`config.mk`:
```
export PLATFORM = sky130hd
export DESIGN_NAME = dimming_control
export DESIGN_NICKNAME = d
export VERILOG_FILES = /design/src/dim_pkg.sv /design/src/cal_if.sv /design/src/cal_engine.sv /design/src/dimming_control.sv
export SDC_FILE = /design/constraint.sdc
export NUM_CORES = 1
export LEC_CHECK = 0
export BUFFER_PORTS_ARGS = -buffer_cell sky130_fd_sc_hd__buf_2
export CORE_ASPECT_RATIO = 0.5
export CORE_MARGIN = 3
export CORE_UTILIZATION = 30
export DETAILED_ROUTE_END_ITERATION = 10
export MAX_ROUTING_LAYER = met4
export PLACE_DENSITY_LB_ADDON = 0.08
export SLEW_MARGIN = 20
export SYNTH_ARGS = -nofsm -noshare
export SYNTH_HDL_FRONTEND = slang
export SYNTH_HIERARCHICAL = 1
export SYNTH_SLANG_ARGS = --single-unit
```
`constraint.sdc`:
```
create_clock -name aclk -period 2.53 [get_ports aclk]
set_input_delay 0 -clock aclk [delete_from_list [all_inputs] [get_ports aclk]]
set_output_delay 0 -clock aclk [all_outputs]
set_load 0.1 [all_outputs]
```
`src/dim_pkg.sv`:
```
package dim_pkg;
    localparam logic [7:0] ADDR_CTRL = 8'h00;
    localparam logic [7:0] ADDR_ADIM = 8'h04;
    localparam logic [7:0] ADDR_CAL = 8'h08;
    localparam logic [7:0] ADDR_CALVAL = 8'h0C;
    localparam logic [7:0] ADDR_STAT = 8'h10;
    localparam int CTRL_IDLE = 0;
    localparam int CTRL_ENCAL = 1;
    localparam int CAL_START = 0;
    localparam int CAL_DONE = 1;
    localparam int ST_GATE = 0;
    localparam int ST_LIMP = 1;
    localparam int ST_BUSY = 2;
    localparam int ST_MODE_LSB = 4;
    localparam int MODE_W = 2;
    localparam logic [1:0] MODE_NONE = 2'h0;
    localparam logic [7:0] ADIM_RST = 8'hFF;
    localparam logic [7:0] CALVAL_RST = 8'h00;
    localparam logic [1:0] RESP_OKAY = 2'h0;
    localparam logic [1:0] RESP_SLVERR = 2'h2;
    localparam int CLK_HZ = 10_000_000;
    localparam int CAL_TIME_US = 200;
    localparam int CAL_CYCLES = CAL_TIME_US * (CLK_HZ / 1_000_000);
endpackage : dim_pkg

```
`src/cal_if.sv`:
```
`timescale 1ns/1ps
interface cal_if;
    logic start;
    logic busy;
    logic done;
    logic [7:0] result;
    modport ctrl (output start, input busy, input done, input result);
    modport engine (input start, output busy, output done, output result);
endinterface : cal_if

```
`src/cal_engine.sv`:
```
`timescale 1ns/1ps
module cal_engine #(
    parameter int CYCLES = dim_pkg::CAL_CYCLES
) (
    input wire logic aclk,
    input wire logic aresetn,
    input wire logic [7:0] offset_meas,
    cal_if.engine cal
);
    logic [15:0] cnt_r;
    logic busy_r;
    logic done_r;
    logic [7:0] result_r;
    wire logic last = (cnt_r == 16'(CYCLES - 1));

    // Routine runs for the fixed duration, then latches the measurement
    always_ff @(posedge aclk) begin
        if (!aresetn) begin
            cnt_r <= 16'h0000;
            busy_r <= 1'b0;
            done_r <= 1'b0;
            result_r <= 8'h00;
        end else begin
            done_r <= busy_r && last;
            if (cal.start && !busy_r) begin
                busy_r <= 1'b1;
                cnt_r <= 16'h0000;
            end else if (busy_r) begin
                cnt_r <= cnt_r + 16'h0001;
                if (last) begin
                    busy_r <= 1'b0;
                    result_r <= offset_meas;
                end
            end
        end
    end

    assign cal.busy = busy_r;
    assign cal.done = done_r;
    assign cal.result = result_r;
endmodule : cal_engine

```
`src/dimming_control.sv`:
```
// Behaviour
// - Gate drivers enabled while dimming PWM input high, disabled while low.
// - Mode readback holds mode seen while PWM input was last high.
// - Outside limp home, analog level comes from 8-bit serial dimming field.
// - Limp home input high puts device into limp home.
// - No switching in limp home unless PWM and enable inputs both high.
// - Limp level pin used only in limp home, else serial field.
// - Routine runs about 200 us then sets calibration done flag.
// - With enable high, routine result applied and read back.
// - With enable low, written value applied and read; start ignored.
// - Gate drivers off on internal or external supply undervoltage.
// - In limp home internal supply undervoltage does not stop switching.
//
// The AXI4-Lite slave port and the register offsets were chosen for this implementation.
`timescale 1ns/1ps
module dimming_control #(
    parameter int CAL_CYCLES = dim_pkg::CAL_CYCLES
) (
    input wire logic aclk,
    input wire logic aresetn,
    input wire logic [31:0] s_axi_awaddr,
    input wire logic s_axi_awvalid,
    output logic s_axi_awready,
    input wire logic [31:0] s_axi_wdata,
    input wire logic [3:0] s_axi_wstrb,
    input wire logic s_axi_wvalid,
    output logic s_axi_wready,
    output logic [1:0] s_axi_bresp,
    output logic s_axi_bvalid,
    input wire logic s_axi_bready,
    input wire logic [31:0] s_axi_araddr,
    input wire logic s_axi_arvalid,
    output logic s_axi_arready,
    output logic [31:0] s_axi_rdata,
    output logic [1:0] s_axi_rresp,
    output logic s_axi_rvalid,
    input wire logic s_axi_rready,
    input wire logic dimming_pwm_input,
    input wire logic enable_undervoltage_input,
    input wire logic limp_home_input,
    input wire logic internal_gate_supply_uv,
    input wire logic external_gate_supply_uv,
    input wire logic [7:0] limp_level_pin,
    input wire logic [1:0] regulation_mode,
    input wire logic [7:0] offset_meas,
    output logic gate_drive_en,
    output logic [7:0] dimming_level,
    output logic [7:0] calibration_value_applied
);
    cal_if cal ();

    cal_engine #(.CYCLES(CAL_CYCLES)) u_cal (
        .aclk(aclk),
        .aresetn(aresetn),
        .offset_meas(offset_meas),
        .cal(cal)
    );

    logic idle_control_bit_r;
    logic calibration_enable_r;
    logic [7:0] analog_dimming_level_r;
    logic [7:0] calibration_value_r;
    logic calibration_done_flag_r;
    logic [1:0] mode_hold_r;
    logic gate_r;
    logic [7:0] level_r;
    logic [7:0] calapp_r;

    // AXI write side: address and data taken in either order
    logic aw_full_r;
    logic w_full_r;
    logic [7:0] aw_addr_r;
    logic [31:0] w_data_r;
    logic [3:0] w_strb_r;
    logic bvalid_r;
    logic [1:0] bresp_r;

    wire logic aw_take = s_axi_awvalid && s_axi_awready;
    wire logic w_take = s_axi_wvalid && s_axi_wready;
    wire logic wr_go = aw_full_r && w_full_r && !bvalid_r;
    wire logic wr_ctrl = wr_go && (aw_addr_r == dim_pkg::ADDR_CTRL) && w_strb_r[0];
    wire logic wr_adim = wr_go && (aw_addr_r == dim_pkg::ADDR_ADIM) && w_strb_r[0];
    wire logic wr_cal = wr_go && (aw_addr_r == dim_pkg::ADDR_CAL) && w_strb_r[0];
    wire logic wr_calval = wr_go && (aw_addr_r == dim_pkg::ADDR_CALVAL) && w_strb_r[0];
    wire logic wr_hit = (aw_addr_r == dim_pkg::ADDR_CTRL) || (aw_addr_r == dim_pkg::ADDR_ADIM)
        || (aw_addr_r == dim_pkg::ADDR_CAL) || (aw_addr_r == dim_pkg::ADDR_CALVAL)
        || (aw_addr_r == dim_pkg::ADDR_STAT);

    assign s_axi_awready = !aw_full_r;
    assign s_axi_wready = !w_full_r;
    assign s_axi_bvalid = bvalid_r;
    assign s_axi_bresp = bresp_r;

    always_ff @(posedge aclk) begin
        if (!aresetn) begin
            aw_full_r <= 1'b0;
            w_full_r <= 1'b0;
            aw_addr_r <= 8'h00;
            w_data_r <= 32'h00000000;
            w_strb_r <= 4'h0;
            bvalid_r <= 1'b0;
            bresp_r <= dim_pkg::RESP_OKAY;
        end else begin
            if (aw_take) begin
                aw_full_r <= 1'b1;
                aw_addr_r <= {s_axi_awaddr[7:2], 2'b00};
            end
            if (w_take) begin
                w_full_r <= 1'b1;
                w_data_r <= s_axi_wdata;
                w_strb_r <= s_axi_wstrb;
            end
            if (wr_go) begin
                aw_full_r <= 1'b0;
                w_full_r <= 1'b0;
                bvalid_r <= 1'b1;
                bresp_r <= wr_hit ? dim_pkg::RESP_OKAY : dim_pkg::RESP_SLVERR;
            end else if (bvalid_r && s_axi_bready) begin
                bvalid_r <= 1'b0;
            end
        end
    end

    // Calibration start is ignored without enable or while running
    wire logic start_req = wr_cal && w_data_r[dim_pkg::CAL_START];
    wire logic start_ok = start_req && calibration_enable_r && !cal.busy;
    assign cal.start = start_ok;

    always_ff @(posedge aclk) begin
        if (!aresetn) begin
            idle_control_bit_r <= 1'b0;
            calibration_enable_r <= 1'b0;
            analog_dimming_level_r <= dim_pkg::ADIM_RST;
            calibration_value_r <= dim_pkg::CALVAL_RST;
        end else begin
            if (wr_ctrl) begin
                idle_control_bit_r <= w_data_r[dim_pkg::CTRL_IDLE];
                calibration_enable_r <= w_data_r[dim_pkg::CTRL_ENCAL];
            end
            if (wr_adim) begin
                analog_dimming_level_r <= w_data_r[7:0];
            end
            if (wr_calval) begin
                calibration_value_r <= w_data_r[7:0];
            end
        end
    end

    // Done flag: completion wins over the start clear
    always_ff @(posedge aclk) begin
        if (!aresetn) begin
            calibration_done_flag_r <= 1'b0;
        end else if (cal.done) begin
            calibration_done_flag_r <= 1'b1;
        end else if (start_ok) begin
            calibration_done_flag_r <= 1'b0;
        end
    end

    // Mode readback freezes while PWM low
    always_ff @(posedge aclk) begin
        if (!aresetn) begin
            mode_hold_r <= dim_pkg::MODE_NONE;
        end else if (dimming_pwm_input) begin
            mode_hold_r <= regulation_mode;
        end
    end

    // Gate enable and level selection
    wire logic limp = limp_home_input;
    wire logic uv_int_block = internal_gate_supply_uv && !limp;
    wire logic uv_block = uv_int_block || external_gate_supply_uv;
    wire logic gate_nxt = dimming_pwm_input && enable_undervoltage_input
        && !uv_block && (limp || !idle_control_bit_r);
    wire logic [7:0] level_nxt = limp ? limp_level_pin : analog_dimming_level_r;
    wire logic [7:0] calapp_nxt = calibration_enable_r ? cal.result : calibration_value_r;

    always_ff @(posedge aclk) begin
        if (!aresetn) begin
            gate_r <= 1'b0;
            level_r <= 8'h00;
            calapp_r <= dim_pkg::CALVAL_RST;
        end else begin
            gate_r <= gate_nxt;
            level_r <= level_nxt;
            calapp_r <= calapp_nxt;
        end
    end

    assign gate_drive_en = gate_r;
    assign dimming_level = level_r;
    assign calibration_value_applied = calapp_r;

    // AXI read side
    logic rvalid_r;
    logic [31:0] rdata_r;
    logic [1:0] rresp_r;
    wire logic [7:0] ar_addr = {s_axi_araddr[7:2], 2'b00};
    wire logic ar_take = s_axi_arvalid && s_axi_arready;
    wire logic [31:0] rd_ctrl = {30'h0, calibration_enable_r, idle_control_bit_r};
    wire logic [31:0] rd_adim = {24'h0, analog_dimming_level_r};
    wire logic [31:0] rd_cal = {30'h0, calibration_done_flag_r, 1'b0};
    wire logic [31:0] rd_calval = {24'h0, calapp_nxt};
    wire logic [31:0] rd_stat = {26'h0, mode_hold_r, 1'b0, cal.busy, limp, gate_r};
    wire logic rd_hit = (ar_addr == dim_pkg::ADDR_CTRL) || (ar_addr == dim_pkg::ADDR_ADIM)
        || (ar_addr == dim_pkg::ADDR_CAL) || (ar_addr == dim_pkg::ADDR_CALVAL)
        || (ar_addr == dim_pkg::ADDR_STAT);
    wire logic [31:0] rd_mux = (ar_addr == dim_pkg::ADDR_CTRL) ? rd_ctrl
        : (ar_addr == dim_pkg::ADDR_ADIM) ? rd_adim
        : (ar_addr == dim_pkg::ADDR_CAL) ? rd_cal
        : (ar_addr == dim_pkg::ADDR_CALVAL) ? rd_calval
        : (ar_addr == dim_pkg::ADDR_STAT) ? rd_stat : 32'h00000000;

    assign s_axi_arready = !rvalid_r;
    assign s_axi_rvalid = rvalid_r;
    assign s_axi_rdata = rdata_r;
    assign s_axi_rresp = rresp_r;

    always_ff @(posedge aclk) begin
        if (!aresetn) begin
            rvalid_r <= 1'b0;
            rdata_r <= 32'h00000000;
            rresp_r <= dim_pkg::RESP_OKAY;
        end else if (ar_take) begin
            rvalid_r <= 1'b1;
            rdata_r <= rd_mux;
            rresp_r <= rd_hit ? dim_pkg::RESP_OKAY : dim_pkg::RESP_SLVERR;
        end else if (rvalid_r && s_axi_rready) begin
            rvalid_r <= 1'b0;
        end
    end

    // Assertions
    property p_gate_pwm;
        @(posedge aclk) disable iff (!aresetn)
            !dimming_pwm_input |=> !gate_drive_en;
    endproperty
    a_gate_pwm: assert property (p_gate_pwm) else $error("gate on after pwm low");

    property p_gate_on;
        @(posedge aclk) disable iff (!aresetn)
            (dimming_pwm_input && enable_undervoltage_input && limp_home_input
             && !external_gate_supply_uv) |=> gate_drive_en;
    endproperty
    a_gate_on: assert property (p_gate_on) else $error("limp gate not on");

    property p_en_low;
        @(posedge aclk) disable iff (!aresetn)
            !enable_undervoltage_input |=> !gate_drive_en;
    endproperty
    a_en_low: assert property (p_en_low) else $error("gate on with enable low");

    property p_mode_hold;
        @(posedge aclk) disable iff (!aresetn)
            !dimming_pwm_input |=> mode_hold_r == $past(mode_hold_r);
    endproperty
    a_mode_hold: assert property (p_mode_hold) else $error("mode changed in pwm low");

    property p_level;
        @(posedge aclk) disable iff (!aresetn)
            1'b1 |=> dimming_level == ($past(limp_home_input) ? $past(limp_level_pin)
                : $past(analog_dimming_level_r));
    endproperty
    a_level: assert property (p_level) else $error("wrong dimming source");

    property p_ext_uv;
        @(posedge aclk) disable iff (!aresetn)
            external_gate_supply_uv |=> !gate_drive_en;
    endproperty
    a_ext_uv: assert property (p_ext_uv) else $error("gate on in ext uv");

    property p_int_uv;
        @(posedge aclk) disable iff (!aresetn)
            (internal_gate_supply_uv && !limp_home_input) |=> !gate_drive_en;
    endproperty
    a_int_uv: assert property (p_int_uv) else $error("gate on in int uv");

    property p_no_start;
        @(posedge aclk) disable iff (!aresetn)
            (start_req && !calibration_enable_r && !cal.busy) |=> !cal.busy;
    endproperty
    a_no_start: assert property (p_no_start) else $error("start without enable");

    property p_clear;
        @(posedge aclk) disable iff (!aresetn)
            (start_ok && !cal.done) |=> !calibration_done_flag_r;
    endproperty
    a_clear: assert property (p_clear) else $error("done not cleared");

    property p_done_time;
        @(posedge aclk) disable iff (!aresetn)
            (start_ok && !cal.done) |=> !calibration_done_flag_r [*8];
    endproperty
    a_done_time: assert property (p_done_time) else $error("done too early");

    c_cal: cover property (@(posedge aclk) disable iff (!aresetn) cal.done);
    c_limp: cover property (@(posedge aclk) disable iff (!aresetn) limp_home_input && gate_drive_en);
    c_pwm: cover property (@(posedge aclk) disable iff (!aresetn) $fell(gate_drive_en));
endmodule : dimming_control

```
After elaboration in Yosys (flattened, before gate mapping). Cells that the tools add are included.

Register bits: 119. Logic and storage cells: 103. Output and inout port bits: 58. Input port bits: 130.

Multiplexer cells: 18. Bitwise gates (word level): 2. Reduce and logical (&&, ||, !) cells: 50. Eq/ne operators: 9. $add $sub $neg: 1.

Operators by type and width (number): $mux 8 (6); $eq 6x2->1 const B (4); $logic_and 1x1->1 (24); $add 16x1->16 const B (1); $eq 16x11->1 const B (1); $logic_not 8->1 (2); $eq 6x1->1 const B (2); $eq 6x3->1 const B (2); $logic_or 1x1->1 (10); $mux 1 (9); $logic_not 1->1 (8); $mux 6 (1); $reduce_bool 2->1 (3); $mux 2 (2); $reduce_or 2->1 (2); $reduce_and 3->1 (1); $not 1->1 (2).

Longest topological paths before layout.
Depth in word-level cells: 10. Depth in mapped cells: 8. Mapped depth without buffers: 6.

Cells and area by module. Netlist, hierarchy kept.

By module, submodules not included: dimming_control (cells an instance 328, times used 1, sequential area each 1341.3 um2, area each 2915.3 um2); cal_engine (cells an instance 131, times used 1, sequential area each 520.5 um2, area each 1138.6 um2).

Worst setup path after synthesis. OpenSTA, ideal clock, no wires.

Path type: reg-to-reg. Start point: register bvalid_r, in the netlist s_axi_bvalid. End point: register u_cal.cnt_r[10]. Stages on the path, launching flop included: 9. Period minus slack after synthesis: 2.286 ns. Setup time: 0.128 ns. Setup slack: 0.244 ns. Data required time: 2.402 ns. Arrival: 2.159 ns. Cells stage by stage: dfxtp_1 -> and3b_1 -> buf_2 -> nand3_1 -> nor3_1 -> inv_1 -> o21ai_1 -> clkbuf_1 -> nor2_1.

Word-level cells in the longest chain between the ends: 9.

Ends and longest elaborated chain: start, declared (RTL line dimming_control.sv:75) `logic bvalid_r;`; start signal, assigned (RTL line dimming_control.sv:101) `bvalid_r <= 1'b0;`; start signal, assigned (RTL line dimming_control.sv:116) `bvalid_r <= 1'b1;`; start signal, assigned (RTL line dimming_control.sv:119) `bvalid_r <= 1'b0;`; $logic_not 1->1 (RTL line dimming_control.sv:80) `wire logic wr_go = aw_full_r && w_full_r && !bvalid_r;`; $logic_and 1x1->1 (RTL line dimming_control.sv:80); $logic_and 1x1->1 (2 in a row) (RTL line dimming_control.sv:83) `wire logic wr_cal = wr_go && (aw_addr_r == dim_pkg::ADDR_CAL) && w_strb_r[0];`; $logic_and 1x1->1 (RTL line dimming_control.sv:125) `wire logic start_req = wr_cal && w_data_r[dim_pkg::CAL_START];`; $logic_and 1x1->1 (2 in a row) (RTL line dimming_control.sv:126) `wire logic start_ok = start_req && calibration_enable_r && !cal.busy;`; named net cal.start (RTL line cal_if.sv:3) `logic start;`; $logic_and 1x1->1 (RTL line cal_engine.sv:25) `if (cal.start && !busy_r) begin`; $reduce_or 2->1 (no line); end signal, assigned (RTL line cal_engine.sv:29) `cnt_r <= cnt_r + 16'h0001;`; end, declared (RTL line cal_engine.sv:10) `logic [15:0] cnt_r;`.

The timed path passes the listed nets, and every way through them passes these cells. A chain may end at the register's enable or synchronous reset.

Worst setup path in the final report.
Start point: register u_cal.cnt_r[0]. End point: register u_cal.cnt_r[12].

Word-level cells in the longest chain between the ends: 1.

Ends and longest elaborated chain (RTL line): $add 16x1->16 (cal_engine.sv:29).

No other way between the ends.

==> metrics.csv <==
stage,metric,value,unit
sta,tns,0,ns
clock_tree,post_cts_resized,0,
yosys,netlist.area_leader.share,45.93,%
grt,gr-total-overflow,0,
place,gp_congestion,0.7746,
power_and_ir_drop,power_per_cell_area,643.9,nW/µm²
clock_tree,insertion_delay,0.34,ns
power_and_ir_drop,seq_power_share,45.2,%
cells_and_area,fin_area,5224,µm²
place,placed_area,4508,µm²
power_and_ir_drop,p_sw_share,31.37,%
setup_path,worstPathRequired,2.80,ns
place,dp_hpwl,7.274,mm
drt,drt_iter0_drc,161,
yosys,synth.area.mux_share,11.14,%
place,dp_cells,690,
floorplan,start_util,31.38,%
cells_and_area,drive_gt1_share,19.69,%
clock_tree,cts_tree,yes,
cells_and_area,fin_nets,705,
sta,worst_slew_pin_slew,0.7112,ns
yosys,synth_top_family_by_area,simple AND/OR/NAND/NOR gates,
grt,grt_pass1_vias,3077,
floorplan,rows,29,
yosys,synth_largest_area_cell,dfxtp_1,
worst_hold_path,hp-class,primary input to flop,
setup_path,cpPeakStageDelay,0.62,ns
grt,track_usage,14.27,%
grt,antenna_found_initial,0,
clock_tree,cts_made_buffers,9,
floorplan,fp.dieH,88.20,µm
floorplan,dieWidth,170.4,µm
setup_path,critPathLaunch,u_cal/cnt_r[0],
drt,drc,0,
sta,fin_crit_sh,74.18,%
sta,final-hold-violation-count,0,
clock_tree,htree_levels,3,
yosys,synth_top_flop_cell,dfxtp_1,
setup_path,r2r-start,u_cal/cnt_r[0],
setup_path,path_class,flop to flop,
sta,worst_clock_skew,0.007234,ns
grt,grt_pass1_wl,16.02,mm
clock_tree,clock_path_buffers,2,
sta,fmax,532.8,MHz
power_and_ir_drop,p_total,3.363,mW
clock_tree,cts_sinks,93,
drt,vias,3356,
clock_tree,post_cts_buffers,0,
yosys,synth_edf_count,0,
power_and_ir_drop,p_comb_share,16.4,%
yosys,synth_compound_area_share,9.660,%
power_and_ir_drop,power_leakage,2.253,nW
floorplan,top_level_ports,188,
grt,grt_max_degree,30,
cells_and_area,fillers,1372,
setup_path,crit_family,simple AND/OR/NAND/NOR gates,
drt,final_antenna_net_count,0,
clock_tree,cts.clk_slew.worst_paths,0.07,ns
setup_path,critPathMaxFanout,6,
drt,routed_wl,10.21,mm
setup_path,critPathCaptureType,flop,
yosys,synth_cell_types,52,
setup_path,cp_num_buf_inv,0,
sta,min_period,1.877,ns
cells_and_area,antenna_cells,0,
power_and_ir_drop,clkPwrFrac,38.4,%
yosys,syn_area,4054,µm²
floorplan,die_area,15030,µm²
power_and_ir_drop,switching_power,1.055,mW
yosys,yosysSeqAreaShare,45.93,%
yosys,synth-seq-cells,93,
clock_tree,ctsHoldBuffers,43,
setup_path,crit_path_start_kind,flop,
yosys,avgSynthCellArea,8.832,µm²
sta,grt_setup_unrepaired,false,
sta,relSlewSlack,52.49,%
yosys,synthXorXnorAreaFrac,2.160,%
drt,drt_first_pass_iters,5,
yosys,synth_area_leaders,"dfxtp_1 (46%), mux2i_1 (11%), nand2_1 (6.6%)",
yosys,async_reset_ff_share,0,%
cells_and_area,area_delta_synth_final,28.86,%
run,cap_violations,0,
floorplan,core,12920,µm²
yosys,synth_cells,459,
clock_tree,root_buffer,clkbuf_16,
place,portBuffers,82,
drt,vias_per_cell,4.481,
outcome,status,"finished, final reports clean",
worst_hold_path,min-delay-start,s_axi_araddr[7],
drt,routedWlPerCell,13.63,µm
power_and_ir_drop,vdd_drop_max,268.1,µV
setup_path,slowest_stage,or4b_2,
yosys,yosys.area_share.simple,22.65,%
power_and_ir_drop,internal-power,2.308,mW
cells_and_area,final_cells,749,
yosys,ys_warn_count,6,
setup_path,path_cells,"ha_1, and3_1, nand2_1, or4b_2, a21oi_1",
sta,setup_viol,0,
yosys,synthAdderAreaFrac,0.3086,%
setup_path,arrival,2.15,ns
sta,slew_viol_final,0,
registers in the layout, indices dropped and copies added, names as in the netlist:
signal,flops
mode_hold_r,2
s_axi_bvalid,1
u_cal/cal.busy,1
idle_control_bit_r,1
gate_drive_en,1
calibration_done_flag_r,1
analog_dimming_level_r,8
u_cal/cal.result,8
s_axi_rresp,1
u_cal/cnt_r,16
aw_addr_r,6
dimming_level,8
w_full_r,1
aw_full_r,1
calibration_enable_r,1
s_axi_rdata,8
w_strb_r,1
calibration_value_applied,8
u_cal/cal.done,1
calibration_value_r,8
s_axi_bresp,1
w_data_r,8
s_axi_rvalid,1
cell families (layout without fill, tap and decap cells):
group                      Yosys count  in the layout
DFF                                 93             93
adders and majority gates            1              1
muxes                               45             45
other                                1             26
AOI/OAI and AO/OA                   64             64
xor gates and xnor gates            10             10
and+or+nand+nor                    187            187
buffers and inverters               58            153
layer usage:
layer / track usage (%) / share of wire, % / up-vias
met5: - / 0 / -
met4: 3.311 / 0.33 / 0
met3: 3.968 / 4.5 / 4
met2: 21.00 / 42 / 79
met1: 19.48 / 53 / 1524
li1: - / - / 1749
final cells by class:
| class | count | area (µm²) | share of cell area, % |
|---|---|---|---|
| clock inverter | 7 | 60.06 | 1.150 |
| tap | 170 | 212.7 | 4.072 |
| timing repair buffer | 130 | 878.3 | 16.81 |
| sequential | 93 | 1862 | 35.64 |
| inverter | 7 | 26.28 | 0.5030 |
| multi-input combinational | 333 | 1959 | 37.51 |
| clock buffer | 9 | 225.2 | 4.311 |
power groups by stage:
stage | clock (mW) | combinational, mW | sequential [mW]
6_report | 1.29 | 0.552 | 1.52
5_1_grt | 1.40 | 0.585 | 1.53
4_1_cts | 1.34 | 0.555 | 1.52
3_5_place_dp | 0 | 0.503 | 1.56
3_3_place_gp | 0 | 0.502 | 1.55
2_1_floorplan | 0 | 0.341 | 1.65
cell usage after synthesis, drive strengths merged (5+ instances only):
library cell	number
nand2	71
xor2	6
clkbuf	20
or3	5
buf	31
mux2i	44
a21boi	10
inv	7
o21ai	26
nor2	43
dfxtp	93
nor3	7
nand3	18
a21oi	13
nand4	7
nor2b	10
through the flow:
stage / hold slack, ns / setup WS, ns / util, %
after floorplan: 0.1378 / 0.2438 / -
after global placement: 0.2387 / 0.6844 / 34.90
after detailed placement: 0.2443 / 0.6862 / 34.90
after CTS: 0.07934 / 0.6681 / 40.44
after global routing: 0.1103 / 0.5225 / 40.44
final: 0.09605 / 0.6533 / 40.44
tightest hold or removal path, cell delays in order:
cell and delay, ns:
buf_2 0.10, nor4_2 0.07, nand2_1 0.06, nand3_1 0.07
o21ai_1 0.11
worst paths after layout:
check	depth (start not counted)	to	slack, ns
worst max-delay path	5	u_cal/cnt_r[12]	0.65
worst min-delay path	5	s_axi_rdata[5]	0.1
worst max register to register	5	u_cal/cnt_r[12]	0.65
worst min register to register	2	calibration_done_flag_r	0.43
cell usage in the layout (no fill, tap or decap), types with 3 or more instances in the layout:
cell type,instances
dlygate4sd3_1,43
and4_1,4
nor3_1,5
and3_1,4
a211o_1,3
xor2_1,6
xnor2_1,4
nor2b_1,10
conb_1,26
nor2_1,43
a21oi_1,13
a21boi_0,10
inv_1,6
dfxtp_1,93
clkbuf_16,9
or3_1,5
mux2i_1,44
and2_1,3
clkinvlp_4,3
nand2_1,71
buf_2,82
nand3_1,18
buf_4,5
o21ai_0,24
nand4_1,6
Note: power is estimated with default switching activity, not from simulation.
